## src/rtl/strap_pkg.sv

```systemverilog
/*
 Package for the boot strap latch and decoder: register map, field positions,
 fuse encodings and reset values.
 Assumes a 32-bit Avalon-MM register bus.
*/
package strap_pkg;
   localparam int STRAP_COUNT = 3;
   localparam logic [3:0] ADDR_STRAP_VALUE = 4'h0;
   localparam logic [3:0] ADDR_BOOT_STATUS = 4'h4;
   localparam logic [3:0] ADDR_FUSE_VIEW = 4'h8;
   localparam int BIT_PRINT_BOOT = 0;
   localparam int BIT_BOOT_SELECT = 1;
   localparam int BIT_DEBUG_SELECT = 2;
   localparam int BIT_STAT_DOWNLOAD = 0;
   localparam int BIT_STAT_PRINT = 1;
   localparam int BIT_STAT_DEBUG_PINS = 2;
   localparam int BIT_STAT_INVALID = 3;
   localparam int BIT_STAT_VALID = 4;
   localparam logic [2:0] STRAP_RESET = 3'h2;
   localparam logic [1:0] PRINT_ALWAYS_ON = 2'h0;
   localparam logic [1:0] PRINT_WHEN_LOW = 2'h1;
   localparam logic [1:0] PRINT_WHEN_HIGH = 2'h2;
   localparam logic [1:0] PRINT_ALWAYS_OFF = 2'h3;
   localparam logic [31:0] UNMAPPED_READ = 32'h0;

   typedef enum logic [0:0] {
      BOOT_FLASH = 1'b0,
      BOOT_DOWNLOAD = 1'b1
   } boot_mode_t;

   typedef struct packed {
      boot_mode_t bootMode;
      logic printEnable;
      logic debugFromPins;
      logic invalidCombo;
   } boot_cfg_t;

   typedef struct packed {
      logic [3:0] address;
      logic read;
      logic write;
      logic [31:0] writedata;
   } avl_req_t;
endpackage

```

## src/rtl/strap_sync.sv

```systemverilog
/*
 Two-flop synchroniser for the strap pin inputs.
 Assumes pins are asynchronous to clk.
*/
`timescale 1ns/10ps
`default_nettype none
module strap_sync #(
   parameter int WIDTH = 3
) (
   // Clocking.
   input wire logic clk,
   input wire logic clkEn,
   // Data.
   input wire logic [WIDTH-1:0] asyncIn,
   output logic [WIDTH-1:0] syncOut
);
   logic [WIDTH-1:0] stage1_r;

   always_ff @(posedge clk) begin
      if (clkEn) begin
         stage1_r <= asyncIn;
         syncOut <= stage1_r;
      end
   end
endmodule
`default_nettype wire

```

## src/rtl/boot_decode.sv

```systemverilog
/*
 Combinational boot decoder from strap bits and fuse fields.
 Assumes strap bits are stable latched values.
*/
`timescale 1ns/10ps
`default_nettype none
module boot_decode (
   // Inputs.
   input wire logic [2:0] strapBits,
   input wire logic [1:0] printPolicyFuse,
   input wire logic debugSourceSelectFuse,
   // Result.
   output strap_pkg::boot_cfg_t cfg
);
   import strap_pkg::*;

   logic printBoot;
   logic bootSel;
   logic debugSel;

   always_comb begin
      printBoot = strapBits[BIT_PRINT_BOOT];
      bootSel = strapBits[BIT_BOOT_SELECT];
      debugSel = strapBits[BIT_DEBUG_SELECT];
      // Boot select high wins; low means download.
      cfg.bootMode = bootSel ? BOOT_FLASH : BOOT_DOWNLOAD;
      cfg.invalidCombo = !bootSel && !printBoot;
      case (printPolicyFuse)
         PRINT_ALWAYS_ON: cfg.printEnable = 1'b1;
         PRINT_WHEN_LOW: cfg.printEnable = !printBoot;
         PRINT_WHEN_HIGH: cfg.printEnable = printBoot;
         PRINT_ALWAYS_OFF: cfg.printEnable = 1'b0;
         default: cfg.printEnable = 1'b0;
      endcase
      // Debug pins used only when fuse allows and strap is low.
      cfg.debugFromPins = debugSourceSelectFuse && !debugSel;
   end
endmodule
`default_nettype wire

```

## src/rtl/boot_strap_latch_decode.sv

```systemverilog
/*
 Boot strap latch and decoder with an Avalon-MM register slave.
 Assumes system reset sources are synchronous to clk and the pins have been
 pulled or driven by the board while reset is asserted.
*/
// Implementation choices: the Avalon-MM register port and the address map.
// Functional notes
// - While any system reset is active the three strap pin levels are captured as bits.
// - Captured bits are frozen after reset release until the next system reset.
// - Power-on, slow watchdog, brownout, supervisory watchdog and glitch resets all sample.
// - Software reads the latched bits in the strap value register, one bit per pin.
// - After reset release the pins are handed back to their normal functions.
// - The boot select pin has an internal pull-up on by default.
// - Boot select high means flash boot, low with print/boot high means download boot.
// - Print fuse 0 forces printing on and 3 forces it off, ignoring the strap.
// - Print fuse 1 prints on strap low and 2 prints on strap high.
// - Debug source fuse 0 leaves the debug port unusable.
// - With the fuse at 1 a debug strap of 0 routes debug from pins, 1 disables it.
`timescale 1ns/10ps
`default_nettype none
module boot_strap_latch_decode (
   // Clock and reset.
   input wire logic clk,
   input wire logic clkEn,
   input wire logic rst,
   // System reset sources, active high; chip_power_up_in holds reset while low.
   input wire logic powerOnRst,
   input wire logic slowWatchdogRst,
   input wire logic brownoutRst,
   input wire logic supervisorWatchdogRst,
   input wire logic glitchRst,
   input wire logic chip_power_up_in,
   // Strap pins.
   input wire logic print_boot_strap,
   input wire logic boot_select_strap,
   input wire logic debug_select_strap,
   output logic strapModeActive,
   output logic bootSelectPullUpEn,
   // Fuses.
   input wire logic [1:0] printPolicyFuse,
   input wire logic debug_source_select_fuse,
   // Decoded outputs.
   output strap_pkg::boot_mode_t bootMode,
   output logic printEnable,
   output logic debugFromPins,
   output logic strapInvalid,
   // Avalon-MM slave.
   input wire logic [3:0] avs_address,
   input wire logic avs_read,
   input wire logic avs_write,
   input wire logic [31:0] avs_writedata,
   output logic [31:0] avs_readdata,
   output logic avs_waitrequest
);
   import strap_pkg::*;

   logic [2:0] pinSync;
   logic [2:0] strap_r;
   logic strapValid_r;
   logic sysReset;
   logic sysReset_r;
   logic powerSync1_r;
   logic powerUp_r;
   logic readAck_r;
   boot_cfg_t cfgNow;
   avl_req_t req;

   assign req = '{address: avs_address, read: avs_read, write: avs_write,
                  writedata: avs_writedata};

   strap_sync #(
      .WIDTH(STRAP_COUNT)
   ) pinSyncInst (
      .clk(clk),
      .clkEn(clkEn),
      .asyncIn({debug_select_strap, boot_select_strap, print_boot_strap}),
      .syncOut(pinSync)
   );

   // Chip power-up pin passes two flops.
   always_ff @(posedge clk) begin
      if (rst) begin
         powerSync1_r <= 1'b0;
         powerUp_r <= 1'b0;
      end else if (clkEn) begin
         powerSync1_r <= chip_power_up_in;
         powerUp_r <= powerSync1_r;
      end
   end

   // Any reset source, or chip held off, counts as system reset.
   assign sysReset = powerOnRst || slowWatchdogRst || brownoutRst
                     || supervisorWatchdogRst || glitchRst || !powerUp_r;

   always_ff @(posedge clk) begin
      if (rst) begin
         sysReset_r <= 1'b1;
      end else if (clkEn) begin
         sysReset_r <= sysReset;
      end
   end

   // Strap latch follows pins only during system reset, then holds.
   always_ff @(posedge clk) begin
      if (rst) begin
         strap_r <= STRAP_RESET;
         strapValid_r <= 1'b0;
      end else if (clkEn) begin
         if (sysReset) begin
            strap_r <= pinSync;
            strapValid_r <= 1'b1;
         end
      end
   end

   // Pins act as straps only while reset holds; the boot select pull-up is always on.
   assign strapModeActive = sysReset_r;
   assign bootSelectPullUpEn = 1'b1;

   boot_decode decodeInst (
      .strapBits(strap_r),
      .printPolicyFuse(printPolicyFuse),
      .debugSourceSelectFuse(debug_source_select_fuse),
      .cfg(cfgNow)
   );

   // Decoded results registered for output.
   always_ff @(posedge clk) begin
      if (rst) begin
         bootMode <= BOOT_FLASH;
         printEnable <= 1'b0;
         debugFromPins <= 1'b0;
         strapInvalid <= 1'b0;
      end else if (clkEn) begin
         bootMode <= cfgNow.bootMode;
         printEnable <= cfgNow.printEnable;
         debugFromPins <= cfgNow.debugFromPins;
         strapInvalid <= cfgNow.invalidCombo;
      end
   end

   // Reads answer one cycle after the request; writes complete at once.
   assign avs_waitrequest = req.read && !readAck_r;

   always_ff @(posedge clk) begin
      if (rst) begin
         readAck_r <= 1'b0;
         avs_readdata <= UNMAPPED_READ;
      end else if (clkEn) begin
         readAck_r <= req.read && !readAck_r;
         if (req.read && !readAck_r) begin
            case (req.address)
               ADDR_STRAP_VALUE: avs_readdata <= {29'h0, strap_r};
               ADDR_BOOT_STATUS: avs_readdata <= {27'h0, strapValid_r, strapInvalid,
                                                 debugFromPins, printEnable,
                                                 bootMode == BOOT_DOWNLOAD};
               ADDR_FUSE_VIEW: avs_readdata <= {29'h0, debug_source_select_fuse,
                                               printPolicyFuse};
               default: avs_readdata <= UNMAPPED_READ;
            endcase
         end
      end
   end
endmodule
`default_nettype wire

```

## config.mk

```make
export PLATFORM = sky130hd
export DESIGN_NAME = boot_strap_latch_decode
export DESIGN_NICKNAME = d
export VERILOG_FILES = /design/src/rtl/strap_pkg.sv /design/src/rtl/strap_sync.sv /design/src/rtl/boot_decode.sv /design/src/rtl/boot_strap_latch_decode.sv
export SDC_FILE = /design/constraint.sdc
export NUM_CORES = 1
export LEC_CHECK = 0
export BUFFER_PORTS_ARGS = -buffer_cell sky130_fd_sc_hd__clkbuf_2
export CAP_MARGIN = 20
export CORE_ASPECT_RATIO = 1.1
export CORE_MARGIN = 2
export CORE_UTILIZATION = 25
export CTS_BUF_LIST = sky130_fd_sc_hd__clkbuf_2 sky130_fd_sc_hd__clkbuf_4 sky130_fd_sc_hd__clkbuf_8
export DETAILED_ROUTE_END_ITERATION = 7
export PLACE_DENSITY = 0.63
export SLEW_MARGIN = 20
export SYNTH_ARGS = -nofsm -noshare
export SYNTH_HDL_FRONTEND = slang
export SYNTH_SLANG_ARGS = --single-unit
export TNS_END_PERCENT = 100
```

## constraint.sdc

```tcl
create_clock -name clk -period 2.41 [get_ports clk]
set_input_delay 0.723 -clock clk [delete_from_list [all_inputs] [get_ports clk]]
set_output_delay 0.723 -clock clk [all_outputs]
set_load 0.01 [all_outputs]
```

## Word level (Yosys, flattened, before mapping)

Index checks and enable logic that the tools add are counted.

| storage, ports and cells | value |
|---|---|
| bits in registers | 50 |
| input bits | 53 |
| output and inout bits | 39 |
| word-level logic and storage cells | 38 |

| operators by class | value |
|---|---|
| eq/ne operators | 5 |
| multiplexer cells | 3 |
| reduce and logical (&&, ||, !) cells | 17 |

Operators by type and width:

| cell | count |
|---|---|
| one-hot mux 5 bit (3 select lines) | 1 |
| zero test 1 bit | 5 |
| logical OR 1 bit | 5 |
| equality test 2 bit (second input constant) | 2 |
| equality test 4 x 3 -> 1 bit (second input constant) | 1 |
| equality test 4 bit (second input constant) | 1 |
| zero test 4 bit | 1 |
| one-hot mux 1 bit (4 select lines) | 1 |
| AND reduction 2 bit | 2 |
| logical AND 1 bit | 3 |
| equality test 2 x 1 -> 1 bit (second input constant) | 1 |
| zero test 2 bit | 1 |
| 2-to-1 mux 1 bit | 1 |

## Logic depth before layout (Yosys ltp)

| logic depth | value |
|---|---|
| word-level depth | 6 |
| depth in mapped cells | 4 |
| gate-level depth less buffers | 3 |

## Modules after synthesis

From an unflattened synthesis, not the netlist that was laid out.

| second synthesis, totals | value |
|---|---|
| cells, all modules | 108 |
| area total of the unflattened synthesis | 1152.4 sq um |

By module, submodules not included:

| module | times used | cells an instance | area each (sq um) | sequential area each (sq um) |
|---|---|---|---|---|
| boot_strap_latch_decode | 1 | 98 | 948.4 | 340.3 |
| strap_sync | 1 | 6 | 180.2 | 180.2 |
| boot_decode | 1 | 4 | 23.8 | 0.0 |

## Worst setup path before layout

OpenSTA, ideal clock, no wires.

| path | value |
|---|---|
| kind | input-to-output |
| from | input avs_read |
| to | output avs_waitrequest |
| arrival time | 0.920 ns |
| data required time | 1.687 ns |
| path slack | 0.767 ns |
| stages on the path | 1 |
| path through | nor2b_1 |

| on the way | value |
|---|---|
| cells in the longest elaborated chain, start to end | 1 |

RTL lines:

| what | line | RTL |
|---|---|---|
| start: declaration | boot_strap_latch_decode.sv:49 | `input wire logic avs_read,` |
| logical AND 1 bit | boot_strap_latch_decode.sv:143 | `assign avs_waitrequest = req.read && !readAck_r;` |
| end: declaration | boot_strap_latch_decode.sv:53 | `output logic avs_waitrequest` |

No other way between the ends.

## Final worst setup path

Same ends and word-level chain as after synthesis.

==> flow_metrics.py <==
metrics = {
    "drt": {
        "detail_route.first_pass.iterations": 4,
        "via_count": 753,
        "ant_nets": 0,
        "detail_route.wl_per_cell_um": 10.08,
        "via_per_inst": 3.984,
        "wirelength_um": 1905,
        "route.detailed.drc": 0,
        "drt_iter0_drc": 40,
    },
    "timing": {
        "tns_ns": 0,
        "tightestPinTransition_ns": 0.5187,
        "maxSlewHeadroom_pct": 65.10,
        "drv_slew": 0,
        "post-route-min-period_ns": 1.782,
        "fin_skew_ns": 0.003619,
        "period_share_pct": 73.93,
        "fmax_mhz": 561.3,
        "finalHoldViolCount": 0,
        "setup_viol": 0,
        "rsz0062_at_grt": "no",
    },
    "setup_path": {
        "critPathKind": "input port to primary output",
        "cp_max_fo": 2,
        "crit_path_start_kind": "input port",
        "required_ns": 1.69,
        "worstPathArrival_ns": 1.06,
        "cp-end-kind": "primary output",
    },
    "yosys": {
        "syn_inst": 106,
        "ys_ff_latch": 23,
        "synth_ff_type": "dfxtp_1",
        "synth_enable_flop_cells": 6,
        "synth_top_area_share_pct": 30.19,
        "synth_top_cell_by_area": "dfxtp_1",
        "ys_seq_area_share_pct": 46.17,
        "synthArstFlopShare_pct": 0,
        "ys_types": 28,
        "synth_area_leaders": "dfxtp_1, buf_4, edfxtp_1",
        "netlist_area_mm2": 0.001127,
        "yosys_warnings": 0,
        "postSynthAreaPerCell_um2": 10.64,
    },
    "floorplanning": {
        "initial_core_util_pct": 26.12,
        "die_h_um": 74.43,
        "ios": 92,
        "rows": 25,
        "die_area_mm2": 0.005063,
        "core_area_mm2": 0.004317,
        "die_x_um": 68.03,
    },
    "clock_tree": {
        "htree_levels": 1,
        "post_cts_resized": 0,
        "clockBufferDepth": 2,
        "path_clk_slew_ns": 0.07,
        "ctsHoldBuffers": 0,
        "clock_latency_ns": 0.26,
        "cts.sinks": 23,
        "tritoncts": "done",
        "cts_buffers": 3,
        "cts-root-buf": "clkbuf_8",
        "postCtsSetupBuffers": 0,
    },
    "placed_design": {
        "dpl.cell_count": 185,
        "portBuffers": 30,
        "detailed_place_hpwl_um": 1540,
        "globalplace.congestion": 0.7750,
    },
    "layout": {
        "layout_common_cells": "clkbuf_2, conb_1, dfxtp_1",
        "diodes": 0,
        "final_common_cell": "clkbuf_2",
        "stdcell_count": 189,
        "nets": 189,
        "syn_to_final_growth_pct": 11.99,
        "drive_gt1_share_pct": 28.15,
        "fill_cells": 483,
    },
    "pwr": {
        "power_density_mw_per_mm2": 603.4,
        "leakagePower_nw": 0.5697,
        "irDropWorstVdd_mv": 0.2935,
    },
    "grt": {
        "grt_pass1_vias": 700,
        "antenna_found_initial": 0,
        "grt_pass1_wl_um": 3125,
        "grt_usage_pct": 8.216,
        "grt_max_degree": 18,
        "grt_overflow_total": 0,
    },
    "run": {
        "maxCapViolations": 0,
    },
    "min_path": {
        "hold_class": "flip-flop to flip-flop",
    },
    "status": {
        "status": "finished clean",
    },
}
[registers in the layout, indices dropped and copies added (netlist names)]
| signal | cells |
|---|---|
| avs_readdata | 5 |
| pinSyncInst.stage1_r | 3 |
| pinSyncInst.syncOut | 3 |
| strap_r | 3 |
| bootMode | 1 |
| debugFromPins | 1 |
| powerSync1_r | 1 |
| powerUp_r | 1 |
| printEnable | 1 |
| readAck_r | 1 |
| strapInvalid | 1 |
| strapModeActive | 1 |
| strapValid_r | 1 |
[Yosys cell counts, types with 2 or more instances]
master and number:
o2bb2ai_1 3, nor2b_1 3, a22o_1 2, buf_4 28, nand2b_1 4, edfxtp_1 6, clkbuf_1 2, mux2i_1 7
a21oi_1 3, a222oi_1 3, dfxtp_1 17, nor2_1 9, inv_1 2, conb_1 2, nand2_1 2
[kinds of logic after synthesis]
family                 Yosys count  synth area share, %
buffers and inverters           33                20.98
AND/OR/NAND/NOR                 26                13.87
flip-flops                      23                46.17
AO/OA/AOI/OAI                   15                12.10
multiplexers                     7                6.216
other                            2               0.6662
[path summary, 6_finish.rpt]
kind                                              start                endpoint  slack [ns]  depth (start not counted)
worst max register to register                readAck_r         avs_readdata[4]        1.34                          3
worst min-delay path            pinSyncInst.stage1_r[2]  pinSyncInst.syncOut[2]        0.42                          0
worst max-delay path                           avs_read         avs_waitrequest        0.63                          3
worst min register to register  pinSyncInst.stage1_r[2]  pinSyncInst.syncOut[2]        0.42                          0
[critical path, stage by stage]
cell and delay (ns):
clkbuf_2 0.09, nor2b_1 0.11, clkbuf_2 0.14
[power breakdown]
| part | switching, W | internal, W |
|---|---|---|
| Sequential | 0.0000111 | 0.000417 |
| Clock | 0.000110 | 0.000129 |
| Combinational | 0.0000589 | 0.0000359 |
[per-layer routing]
layer  share of wire, %  wire length [µm]  track usage (%)  vias to the layer above
met1                 44               835            10.40                      341
met2                 46               881            13.48                       41
met5                  0                 0                0                        -
met3                9.2               175            3.177                        2
li1                   -                 -                -                      369
met4               0.63                12            1.333                        0
[metrics by stage]
| step | instance area, µm² | total power [W] | worst slack, ns | utilization [%] | hold slack (ns) |
|---|---|---|---|---|---|
| after detailed placement | 1214 | 0.0005323 | 0.5660 | 28.12 | 0.4081 |
| after global routing | 1262 | 0.0008067 | 0.5963 | 29.25 | 0.4326 |
| final | 1262 | 0.0007618 | 0.6284 | 29.25 | 0.4226 |
| after global placement | 1214 | 0.0005304 | 0.5902 | 28.12 | 0.4046 |
| after CTS | 1262 | 0.0007772 | 0.6246 | 29.25 | 0.4273 |
| after floorplan | 1225 | 0.0005305 | 0.7667 | - | 0.4003 |
[layout make-up]
class / count / area (µm²) / share of cell area, %
multi-input cells: 76 / 467.9 / 37.07
flip-flops and latches: 23 / 520.5 / 41.23
clock buffers: 4 / 48.80 / 3.865
repair buffers: 30 / 150.1 / 11.89
inverters: 2 / 7.507 / 0.5946
well taps: 54 / 67.56 / 5.352
Power figures use the tool's default switching activity.
